`config.mk`:
```
export PLATFORM = sky130hd
export DESIGN_NAME = cpu_core_state_registers
export DESIGN_NICKNAME = d
export VERILOG_FILES = /design/src/logic/core_state_pkg.sv /design/src/logic/cpu_core_state_registers.sv
export SDC_FILE = /design/constraint.sdc
export NUM_CORES = 1
export LEC_CHECK = 0
export BUFFER_PORTS_ARGS = -buffer_cell sky130_fd_sc_hd__buf_4
export CAP_MARGIN = 20
export CORE_AREA = 2 2 155 127
export CTS_CLUSTER_DIAMETER = 80
export DETAILED_ROUTE_END_ITERATION = 12
export DIE_AREA = 0 0 157 129
export GPL_ROUTABILITY_DRIVEN = 0
export PLACE_DENSITY = 0.65
export SLEW_MARGIN = 20
export SYNTH_ARGS = -nofsm -noshare
export SYNTH_HDL_FRONTEND = slang
export SYNTH_SLANG_ARGS = --single-unit
```
`constraint.sdc`:
```
create_clock -name clk -period 5.57 [get_ports clk]
set_input_delay 0.8355 -clock clk [delete_from_list [all_inputs] [get_ports clk]]
set_output_delay 0.8355 -clock clk [all_outputs]
set_load 0.005 [all_outputs]
```
`src/logic/core_state_pkg.sv`:
```
// Package for the core state register block: data-space addresses,
// widths, reset values and the command and context encodings.
// Assumes one core clock and an 8-bit internal data-space bus.
package core_state_pkg;

  localparam int          DATA_W      = 8;
  localparam int          PC_W        = 12;
  localparam int          STACK_DEPTH = 6;

  // ----------------------------------------------------------------
  // Data-space addresses
  // ----------------------------------------------------------------
  localparam logic [7:0]  ADDR_INDEX_POINTER_A = 8'h80;
  localparam logic [7:0]  ADDR_INDEX_POINTER_B = 8'h81;
  localparam logic [7:0]  ADDR_SHORT_DIRECT_A  = 8'h82;
  localparam logic [7:0]  ADDR_SHORT_DIRECT_B  = 8'h83;
  localparam logic [7:0]  ADDR_ACCUMULATOR     = 8'hff;

  // ----------------------------------------------------------------
  // Reset values and stack level limits
  // ----------------------------------------------------------------
  localparam logic [7:0]  REG_RESET   = 8'h00;
  localparam logic [11:0] PC_RESET    = 12'h000;
  localparam logic [2:0]  LEVEL_EMPTY = 3'h0;
  localparam logic [2:0]  LEVEL_FULL  = 3'h6;

  // Program counter commands from the sequencer.
  typedef enum logic [2:0] {
    PC_HOLD,
    PC_INCR,
    PC_RELATIVE,
    PC_JUMP,
    PC_CALL,
    PC_IRQ,
    PC_NMI,
    PC_RETURN
  } pc_cmd_e;

  // Execution contexts owning one flag pair each.
  typedef enum logic [1:0] {
    CTX_NORMAL,
    CTX_IRQ,
    CTX_NONMASKABLE
  } ctx_e;

  typedef struct packed {
    logic carry;
    logic zero;
  } flag_pair_s;

  // Flag update request for the active pair.
  typedef struct packed {
    logic carry_we;
    logic carry_val;
    logic zero_we;
    logic zero_val;
  } flag_upd_s;

  // Data-space access from the core bus.
  typedef struct packed {
    logic       wr;
    logic [7:0] addr;
    logic [7:0] wdata;
  } ds_req_s;

endpackage : core_state_pkg

```
`src/logic/cpu_core_state_registers.sv`:
```
// Programmer-visible core state: accumulator, pointer and short-direct
// registers, program counter, three flag pairs and the return stack.
// Assumes the sequencer issues one command per cycle on the core clock.
`timescale 1ns/1ps

module cpu_core_state_registers #(
  parameter logic [11:0] RESET_VECTOR = 12'hffe,
  parameter logic [11:0] NMI_VECTOR   = 12'hffc
) (
  input  wire logic                          clk,
  input  wire logic                          sys_rst,
  input  wire core_state_pkg::ds_req_s       ds_req,
  output logic [7:0]                         ds_rdata,
  output logic                               ds_hit,
  input  wire logic                          acc_we,
  input  wire logic [7:0]                    acc_wdata,
  input  wire core_state_pkg::pc_cmd_e       pc_cmd,
  input  wire logic [7:0]                    rel_offset,
  input  wire logic [11:0]                   target_addr,
  input  wire logic [11:0]                   irq_vector,
  input  wire core_state_pkg::flag_upd_s     flag_upd,
  output logic [7:0]                         accumulator,
  output logic [7:0]                         index_pointer_a,
  output logic [7:0]                         index_pointer_b,
  output logic [7:0]                         short_direct_a,
  output logic [7:0]                         short_direct_b,
  output logic [11:0]                        program_counter,
  output core_state_pkg::flag_pair_s         active_flags,
  output core_state_pkg::ctx_e               active_ctx,
  output logic [2:0]                         stack_level
);

  typedef struct packed {
    logic [7:0]                   acc;
    logic [7:0]                   ptr_a;
    logic [7:0]                   ptr_b;
    logic [7:0]                   sd_a;
    logic [7:0]                   sd_b;
    logic [11:0]                  pc;
    core_state_pkg::flag_pair_s   fl_norm;
    core_state_pkg::flag_pair_s   fl_irq;
    core_state_pkg::flag_pair_s   fl_nmi;
    core_state_pkg::ctx_e         ctx;
    core_state_pkg::ctx_e         ctx_saved;
    logic [5:0][11:0]             stack;
    logic [2:0]                   depth;
    logic [7:0]                   rdata;
    logic                         hit;
    core_state_pkg::flag_pair_s   act;
  } state_s;

  state_s state_r;
  state_s state_nxt;

  // ----------------------------------------------------------------
  // Behaviour in brief
  // ----------------------------------------------------------------
  // The whole programmer-visible state lives in one record so that a
  // single clocked process owns it and reset covers every field.
  //
  // Data space: the five mapped registers answer one cycle after the
  // address is presented. A read and a write to the same location in
  // one cycle return the old value, because the read path samples the
  // registered copy before the write is applied.
  //
  // Accumulator: the ALU result port and the data-space port may both
  // target it in one cycle. The ALU port wins, since an instruction
  // that computes into the accumulator must not lose its result to a
  // stray bus write.
  //
  // Program counter: exactly one command per cycle. The sequencer is
  // expected to have advanced the counter before a call or interrupt,
  // so the value pushed is already the return address.
  //
  // Return stack: six levels, shifted as a whole. The depth counter
  // only records how many levels hold valid addresses; software never
  // sees it as a pointer. A push when full still shifts, so the oldest
  // address falls off the far end. A pop when empty behaves as a plain
  // increment and leaves the levels untouched.
  //
  // Contexts: one saved context only. A nonmaskable entry on top of a
  // maskable one overwrites the saved value, so the second return stays in
  // the maskable context, since the saved value still names it. Nested use beyond
  // one level is the sequencer's responsibility.
  //
  // Flags: each context owns a pair, and only the pair in force at the
  // clock edge is updated. The pair shown on the output is registered
  // together with the context it belongs to, so output and selector
  // never disagree for a cycle.

  // ----------------------------------------------------------------
  // Helpers
  // ----------------------------------------------------------------
  function automatic logic is_mapped(input logic [7:0] a);
    is_mapped = (a == core_state_pkg::ADDR_ACCUMULATOR) ||
                (a == core_state_pkg::ADDR_INDEX_POINTER_A) ||
                (a == core_state_pkg::ADDR_INDEX_POINTER_B) ||
                (a == core_state_pkg::ADDR_SHORT_DIRECT_A) ||
                (a == core_state_pkg::ADDR_SHORT_DIRECT_B);
  endfunction : is_mapped

  function automatic core_state_pkg::flag_pair_s apply_flags(
    input core_state_pkg::flag_pair_s cur,
    input core_state_pkg::flag_upd_s  upd
  );
    core_state_pkg::flag_pair_s r;
    r = cur;
    if (upd.carry_we) begin
      r.carry = upd.carry_val;
    end
    if (upd.zero_we) begin
      r.zero = upd.zero_val;
    end
    apply_flags = r;
  endfunction : apply_flags

  // ----------------------------------------------------------------
  // Next state
  // ----------------------------------------------------------------
  always_comb begin
    logic [11:0] pc_inc;
    logic        push;
    logic        pop;
    state_nxt = state_r;
    pc_inc    = state_r.pc + 12'h001;
    push      = 1'b0;
    pop       = 1'b0;

    // Data-space reads see the value before this cycle's write.
    state_nxt.hit   = is_mapped(ds_req.addr);
    state_nxt.rdata = 8'h00;
    unique case (ds_req.addr)
      core_state_pkg::ADDR_ACCUMULATOR:     state_nxt.rdata = state_r.acc;
      core_state_pkg::ADDR_INDEX_POINTER_A: state_nxt.rdata = state_r.ptr_a;
      core_state_pkg::ADDR_INDEX_POINTER_B: state_nxt.rdata = state_r.ptr_b;
      core_state_pkg::ADDR_SHORT_DIRECT_A:  state_nxt.rdata = state_r.sd_a;
      core_state_pkg::ADDR_SHORT_DIRECT_B:  state_nxt.rdata = state_r.sd_b;
      default:                              state_nxt.rdata = 8'h00;
    endcase

    if (ds_req.wr) begin
      unique case (ds_req.addr)
        core_state_pkg::ADDR_ACCUMULATOR:
          state_nxt.acc = ds_req.wdata;
        core_state_pkg::ADDR_INDEX_POINTER_A:
          state_nxt.ptr_a = ds_req.wdata;
        core_state_pkg::ADDR_INDEX_POINTER_B:
          state_nxt.ptr_b = ds_req.wdata;
        core_state_pkg::ADDR_SHORT_DIRECT_A:
          state_nxt.sd_a = ds_req.wdata;
        core_state_pkg::ADDR_SHORT_DIRECT_B:
          state_nxt.sd_b = ds_req.wdata;
        default: ;
      endcase
    end
    // The ALU result port wins over a same-cycle data-space write.
    if (acc_we) begin
      state_nxt.acc = acc_wdata;
    end

    // Flags: only the pair of the context in force this cycle.
    unique case (state_r.ctx)
      core_state_pkg::CTX_NORMAL:
        state_nxt.fl_norm = apply_flags(state_r.fl_norm, flag_upd);
      core_state_pkg::CTX_IRQ:
        state_nxt.fl_irq = apply_flags(state_r.fl_irq, flag_upd);
      core_state_pkg::CTX_NONMASKABLE:
        state_nxt.fl_nmi = apply_flags(state_r.fl_nmi, flag_upd);
      default: ;
    endcase

    unique case (pc_cmd)
      core_state_pkg::PC_HOLD: ;
      core_state_pkg::PC_INCR:
        state_nxt.pc = pc_inc;
      core_state_pkg::PC_RELATIVE:
        state_nxt.pc = state_r.pc +
                       {{4{rel_offset[7]}}, rel_offset};
      core_state_pkg::PC_JUMP:
        state_nxt.pc = target_addr;
      core_state_pkg::PC_CALL: begin
        state_nxt.pc = target_addr;
        push         = 1'b1;
      end
      core_state_pkg::PC_IRQ: begin
        state_nxt.pc = irq_vector;
        push         = 1'b1;
        // Flags are not touched, only the selector moves.
        state_nxt.ctx       = core_state_pkg::CTX_IRQ;
        state_nxt.ctx_saved = state_r.ctx;
      end
      core_state_pkg::PC_NMI: begin
        state_nxt.pc = NMI_VECTOR;
        push         = 1'b1;
        state_nxt.ctx       = core_state_pkg::CTX_NONMASKABLE;
        state_nxt.ctx_saved = state_r.ctx;
      end
      core_state_pkg::PC_RETURN: begin
        pop = 1'b1;
      end
    endcase

    // The counter pushed is the already advanced return address.
    if (push) begin
      for (int i = core_state_pkg::STACK_DEPTH - 1; i > 0; i--) begin
        state_nxt.stack[i] = state_r.stack[i-1];
      end
      state_nxt.stack[0] = state_r.pc;
      if (state_r.depth != core_state_pkg::LEVEL_FULL) begin
        state_nxt.depth = state_r.depth + 3'h1;
      end
    end

    if (pop) begin
      if (state_r.depth == core_state_pkg::LEVEL_EMPTY) begin
        state_nxt.pc = pc_inc;
      end else begin
        state_nxt.pc    = state_r.stack[0];
        state_nxt.depth = state_r.depth - 3'h1;
        for (int i = 0; i < core_state_pkg::STACK_DEPTH - 1; i++) begin
          state_nxt.stack[i] = state_r.stack[i+1];
        end
      end
      // The return opcode also ends an interrupt context.
      state_nxt.ctx = state_r.ctx_saved;
    end

    // Registered copy of the pair that will be in force next cycle.
    unique case (state_nxt.ctx)
      core_state_pkg::CTX_NORMAL: state_nxt.act = state_nxt.fl_norm;
      core_state_pkg::CTX_IRQ:    state_nxt.act = state_nxt.fl_irq;
      default:                    state_nxt.act = state_nxt.fl_nmi;
    endcase
  end

  // ----------------------------------------------------------------
  // State register
  // ----------------------------------------------------------------
  always_ff @(posedge clk or posedge sys_rst) begin
    if (sys_rst) begin
      state_r           <= '0;
      state_r.pc        <= RESET_VECTOR;
      state_r.ctx       <= core_state_pkg::CTX_NONMASKABLE;
      state_r.ctx_saved <= core_state_pkg::CTX_NORMAL;
      state_r.depth     <= core_state_pkg::LEVEL_EMPTY;
    end else begin
      state_r <= state_nxt;
    end
  end

  assign ds_rdata        = state_r.rdata;
  assign ds_hit          = state_r.hit;
  assign accumulator     = state_r.acc;
  assign index_pointer_a = state_r.ptr_a;
  assign index_pointer_b = state_r.ptr_b;
  assign short_direct_a  = state_r.sd_a;
  assign short_direct_b  = state_r.sd_b;
  assign program_counter = state_r.pc;
  assign active_ctx      = state_r.ctx;
  assign stack_level     = state_r.depth;
  assign active_flags    = state_r.act;

endmodule : cpu_core_state_registers

```
# Word-level counts from Yosys, hierarchy flattened
# Cells that the tools add are included.
# Widths: inputs -> output; s select.
[classes]
n_addsub = 4
n_eq_ne = 16
mux = 29
reduce_logical = 18
[op_table]
columns = ["op", "n"]
rows = [
  ["$mux 63", 3],
  ["$pmux 12 s5", 1],
  ["$mux 8", 6],
  ["$eq 8x8->1 const B", 5],
  ["$mux 40", 1],
  ["$pmux 8 s5", 1],
  ["$mux 12", 2],
  ["$add 12x1->12 const B", 1],
  ["$add 12x12->12", 1],
  ["$eq 3x3->1 const B", 4],
  ["$reduce_and 2->1", 5],
  ["$mux 1", 8],
  ["$mux 2", 4],
  ["$pmux 4 s2", 1],
  ["$eq 3x2->1 const B", 2],
  ["$reduce_bool 2->1", 3],
  ["$reduce_bool 6->1", 1],
  ["$eq 2x1->1 const B", 2],
  ["$logic_not 2->1", 2],
  ["$logic_or 1x1->1", 4],
  ["$pmux 2 s2", 1],
  ["$add 3x1->3 const B", 1],
  ["$eq 3x1->1 const B", 1],
  ["$logic_not 3->1", 1],
  ["6 further kinds", 6],
]
[word_totals]
reg_bits = 148
inputBits = 67
word_cells = 92

# Depth between registers and ports, before layout
[logic_depth]
ltp_word = 6
mapped_depth = 10
depth_no_buf = 8

# Worst setup path after synthesis
# OpenSTA, ideal clock, no wires.
[synth_path]
path_kind = "input to register"
start = "input port rel_offset[0]"
end = "register state_r (netlist bit program_counter[10])"
setup_ns = 0.083
arrival_ns = 2.527
t_required_ns = 5.487
path_slack_ns = 2.960
cell_stages = 8
path_buffers = 0
cell_sequence = "ha_1 > fa_1 > a211oi_1 > o21bai_1 > a22oi_1 > xnor2_1 > a21o_1 > a221o_1"
[synth_via]
elab_chain_len = 3
[synth_lines]
columns = ["item", "line_no", "rtl"]
rows = [
  ["start, declared", "cpu_core_state_registers.sv:18", "input wire logic [7:0] rel_offset,"],
  ["$add 12x12->12", "cpu_core_state_registers.sv:177", "state_nxt.pc = state_r.pc +"],
  ["$pmux 12 s5", "cpu_core_state_registers.sv:172", "unique case (pc_cmd)"],
  ["$mux 12", "cpu_core_state_registers.sv:214", "if (pop) begin"],
  ["end signal, assigned", "cpu_core_state_registers.sv:247", "state_r <= state_nxt;"],
  ["end, declared", "cpu_core_state_registers.sv:52", "state_s state_r;"],
]
# No other way between the ends.
# A chain may end at the register's enable or synchronous reset.

# Worst setup path in the final report
[layout_path]
start = "register state_r (netlist bit program_counter[1])"
end = "register state_r (netlist bit program_counter[7])"
[layout_via]
elab_chain_len = 3
elab_cells_between_ends = 5
[layout_lines]
columns = ["item", "line_no"]
rows = [
  ["$add 12x12->12 or $add 12x1->12 (tied branches)", "cpu_core_state_registers.sv:177, cpu_core_state_registers.sv:125"],
  ["$pmux 12 s5 or $mux 12 (tied branches)", "cpu_core_state_registers.sv:172, cpu_core_state_registers.sv:215"],
  ["$mux 12 (*)", "cpu_core_state_registers.sv:214"],
]
# Every way passes the cells marked *; elsewhere a longest branch is shown, timed or not.

==> results.cfg <==
[status]
status = finished, final reports clean

[grt]
grt_antenna_before_repair = 0
grt_usage = 0.1921
grt_pass1_wl_mm = 30.78
grt_pass1_vias = 5819
grt_max_degree = 134
grt-ovfl-total = 0

[layout]
mostFrequentLayoutCells = dfrtp_1 (136), buf_4 (136), nand2_1 (105)
area_growth_pct = 16.40
stdcell_area_um2 = 9627
antenna_cells = 0
post-route-util = 0.5165
drive_above_1_share = 0.2844
nets = 957

[clocking]
postCtsSetupBuffers = 0
cts_made_buffers = 17
cts_tree = built
h-tree-depth = 4
clk_pin_slew_ns = 0.06
hold_buffers = 0
insertion_delay_ns = 0.44
cts_buffer_depth = 2
cts_resized = 0
clock_sinks = 148
cts-root-buf = clkbuf_16

[worst_setup_path]
crit_path_end_kind = register
start_kind = register
critPathMaxFanout = 8
critPathKind = reg2reg
cp_data_required_time_ns = 5.93
crit_arrival_ns = 2.93

[floorplanning]
die_h_um = 129
die_area_um2 = 20250
core_area_um2 = 18640
start_util = 0.4438
num_rows = 45
die_w_um = 157
num_io_pins = 135

[sta]
grt_setup_unrepaired = false
relSlewSlack = 0.3566
tightest_slew_ns = 0.9651
fmax_mhz = 387.8
finalHoldViolCount = 0
setup_viol = 0
fin_setup_tns_ns = 0
skew_ns = 0.01160
slew_viol_final = 0
finalCritPeriodShare = 0.4629
fin_crit_ns = 2.579
holdWs_ns = 0.4774

[power_and_ir_drop]
p_leak_nw = 4.349
swShare = 0.3252
powerDensity_nw_per_um2 = 387.3
p_comb_frac = 0.236
internal_power_mw = 2.516
seqPwrFrac = 0.453
peakVddDrop_mv = 0.2271
clkPwrFrac = 0.311
switching_power_mw = 1.212

[synthesis]
yosys_warnings = 0
synth_seq_cells = 148
syn-num-nets = 904
async_flop_share = 1.000
syn_area_um2 = 8270
synth.distinct_cells = 60
yosysSeqAreaShare = 0.4496
synth-main-ff-cell = dfrtp_1
syn_area_per_cell_um2 = 10.09
syn_inst = 820
synth_edf_count = 0

[drt]
routed_wl_mm = 18.86
vias = 6151
viasPerCell = 5.377
first_pass_iters = 5
drc_errors = 0
routedWlPerCell_um = 16.49
drt_iter0_markers = 595
drtAntennaViolNets = 0

[placed_design]
hpwl_mm = 12.74
io_buffers = 134
dpl_cell_area_um2 = 8976

[min_path]
hp-class = reg2reg

[job]
max_cap_viol_count = 0
[final timing paths]
| check | startpoint | endpoint | slack [ns] | depth (start not counted) |
|---|---|---|---|---|
| max | program_counter[1] | program_counter[7] | 2.99 | 7 |
| min | state_r[83] | state_r[71] | 0.48 | 2 |
| max reg2reg | program_counter[1] | program_counter[7] | 2.99 | 7 |
| min reg2reg | state_r[83] | state_r[71] | 0.48 | 2 |
| max in group asynchronous | sys_rst | program_counter[5] | 3.80 | 3 |
| min in group asynchronous | sys_rst | ds_rdata[7] | 0.62 | 2 |
[cell type report]
class                   count  area [um^2]
clock inverters            14        163.9
flip-flops and latches    148         3719
fillers                  1654         9010
multi-input cells         556         3847
inverters                  11        46.29
well taps                 258        322.8
repair buffers            139         1089
clock buffers              18        439.2
[state kept, by name, indices dropped and copies added, names as in the netlist]
| name | count |
|---|---|
| ds_hit | 1 |
| ds_rdata | 8 |
| accumulator | 8 |
| active_ctx | 2 |
| short_direct_a | 8 |
| active_flags | 2 |
| short_direct_b | 8 |
| index_pointer_b | 8 |
| program_counter | 12 |
| state_r | 80 |
| stack_level | 3 |
| index_pointer_a | 8 |
[Yosys cell counts, types with 3 or more instances]
library cell / count / area share
dfrtp_1: 136 / 0.41
nand2_1: 105 / 0.048
o21ai_0: 99 / 0.060
mux2i_1: 74 / 0.090
buf_4: 69 / 0.063
mux2_2: 52 / 0.071
a21oi_1: 37 / 0.022
nor2_1: 28 / 0.013
ha_1: 16 / 0.024
buf_2: 15 / 0.0091
clkbuf_1: 15 / 0.0068
a22oi_1: 12 / 0.011
dfstp_2: 12 / 0.038
inv_1: 11 / 0.0050
nand3_1: 10 / 0.0061
xnor2_1: 10 / 0.011
a222oi_1: 9 / 0.011
o22ai_1: 7 / 0.0053
xor2_1: 7 / 0.0074
a31oi_1: 6 / 0.0045
nand2b_1: 6 / 0.0045
nor3_1: 6 / 0.0036
buf_1: 5 / 0.0023
nand4_1: 5 / 0.0038
a211oi_1: 4 / 0.0036
a21o_1: 4 / 0.0036
o211ai_1: 4 / 0.0036
o221ai_1: 4 / 0.0042
a221o_1: 3 / 0.0036
a221oi_1: 3 / 0.0032
nor2b_1: 3 / 0.0023
nor3b_1: 3 / 0.0027
o21bai_1: 3 / 0.0027
[stage by stage]
step	worst slack, ns	total power [mW]	instances
6_report	2.991	3.729	1144
5_1_grt	2.748	3.979	1144
4_1_cts	2.896	3.754	1142
3_5_place_dp	2.467	2.575	1110
3_3_place_gp	2.482	2.558	1110
2_1_floorplan	0.7747	2.315	820
[critical path, stage by stage (launching register included)]
cell	delay, ns
dfstp_2	0.64
ha_1	0.27
a211oi_2	0.35
o21bai_1	0.17
a2111oi_0	0.47
nor3_1	0.13
xor2_1	0.17
a211o_1	0.30
[power by group through the flow]
stage	clock [mW]	combinational, mW	sequential [mW]
3_3_place_gp	0	0.857	1.70
5_1_grt	1.23	1.00	1.74
3_5_place_dp	0	0.872	1.70
4_1_cts	1.19	0.879	1.69
2_1_floorplan	0	0.706	1.61
6_report	1.16	0.880	1.69
[routing by layer]
metal | vias up | GRT usage | part of all wire
li1 | 2986 | - | -
met1 | 2959 | 0.2738 | 0.48
met2 | 185 | 0.2843 | 0.44
met3 | 21 | 0.05591 | 0.067
met4 | 0 | 0.05666 | 0.011
met5 | - | 0 | 0
[cells by family after synthesis]
logic type / share of synthesized area
AOI/OAI and AO/OA: 0.1527
xor gates and xnor gates: 0.01800
adders and majority gates: 0.02663
buffers and inverters: 0.08638
DFF: 0.4496
muxes: 0.1604
and+or+nand+nor: 0.1064
No activity file was read; power rests on OpenSTA's default activity.
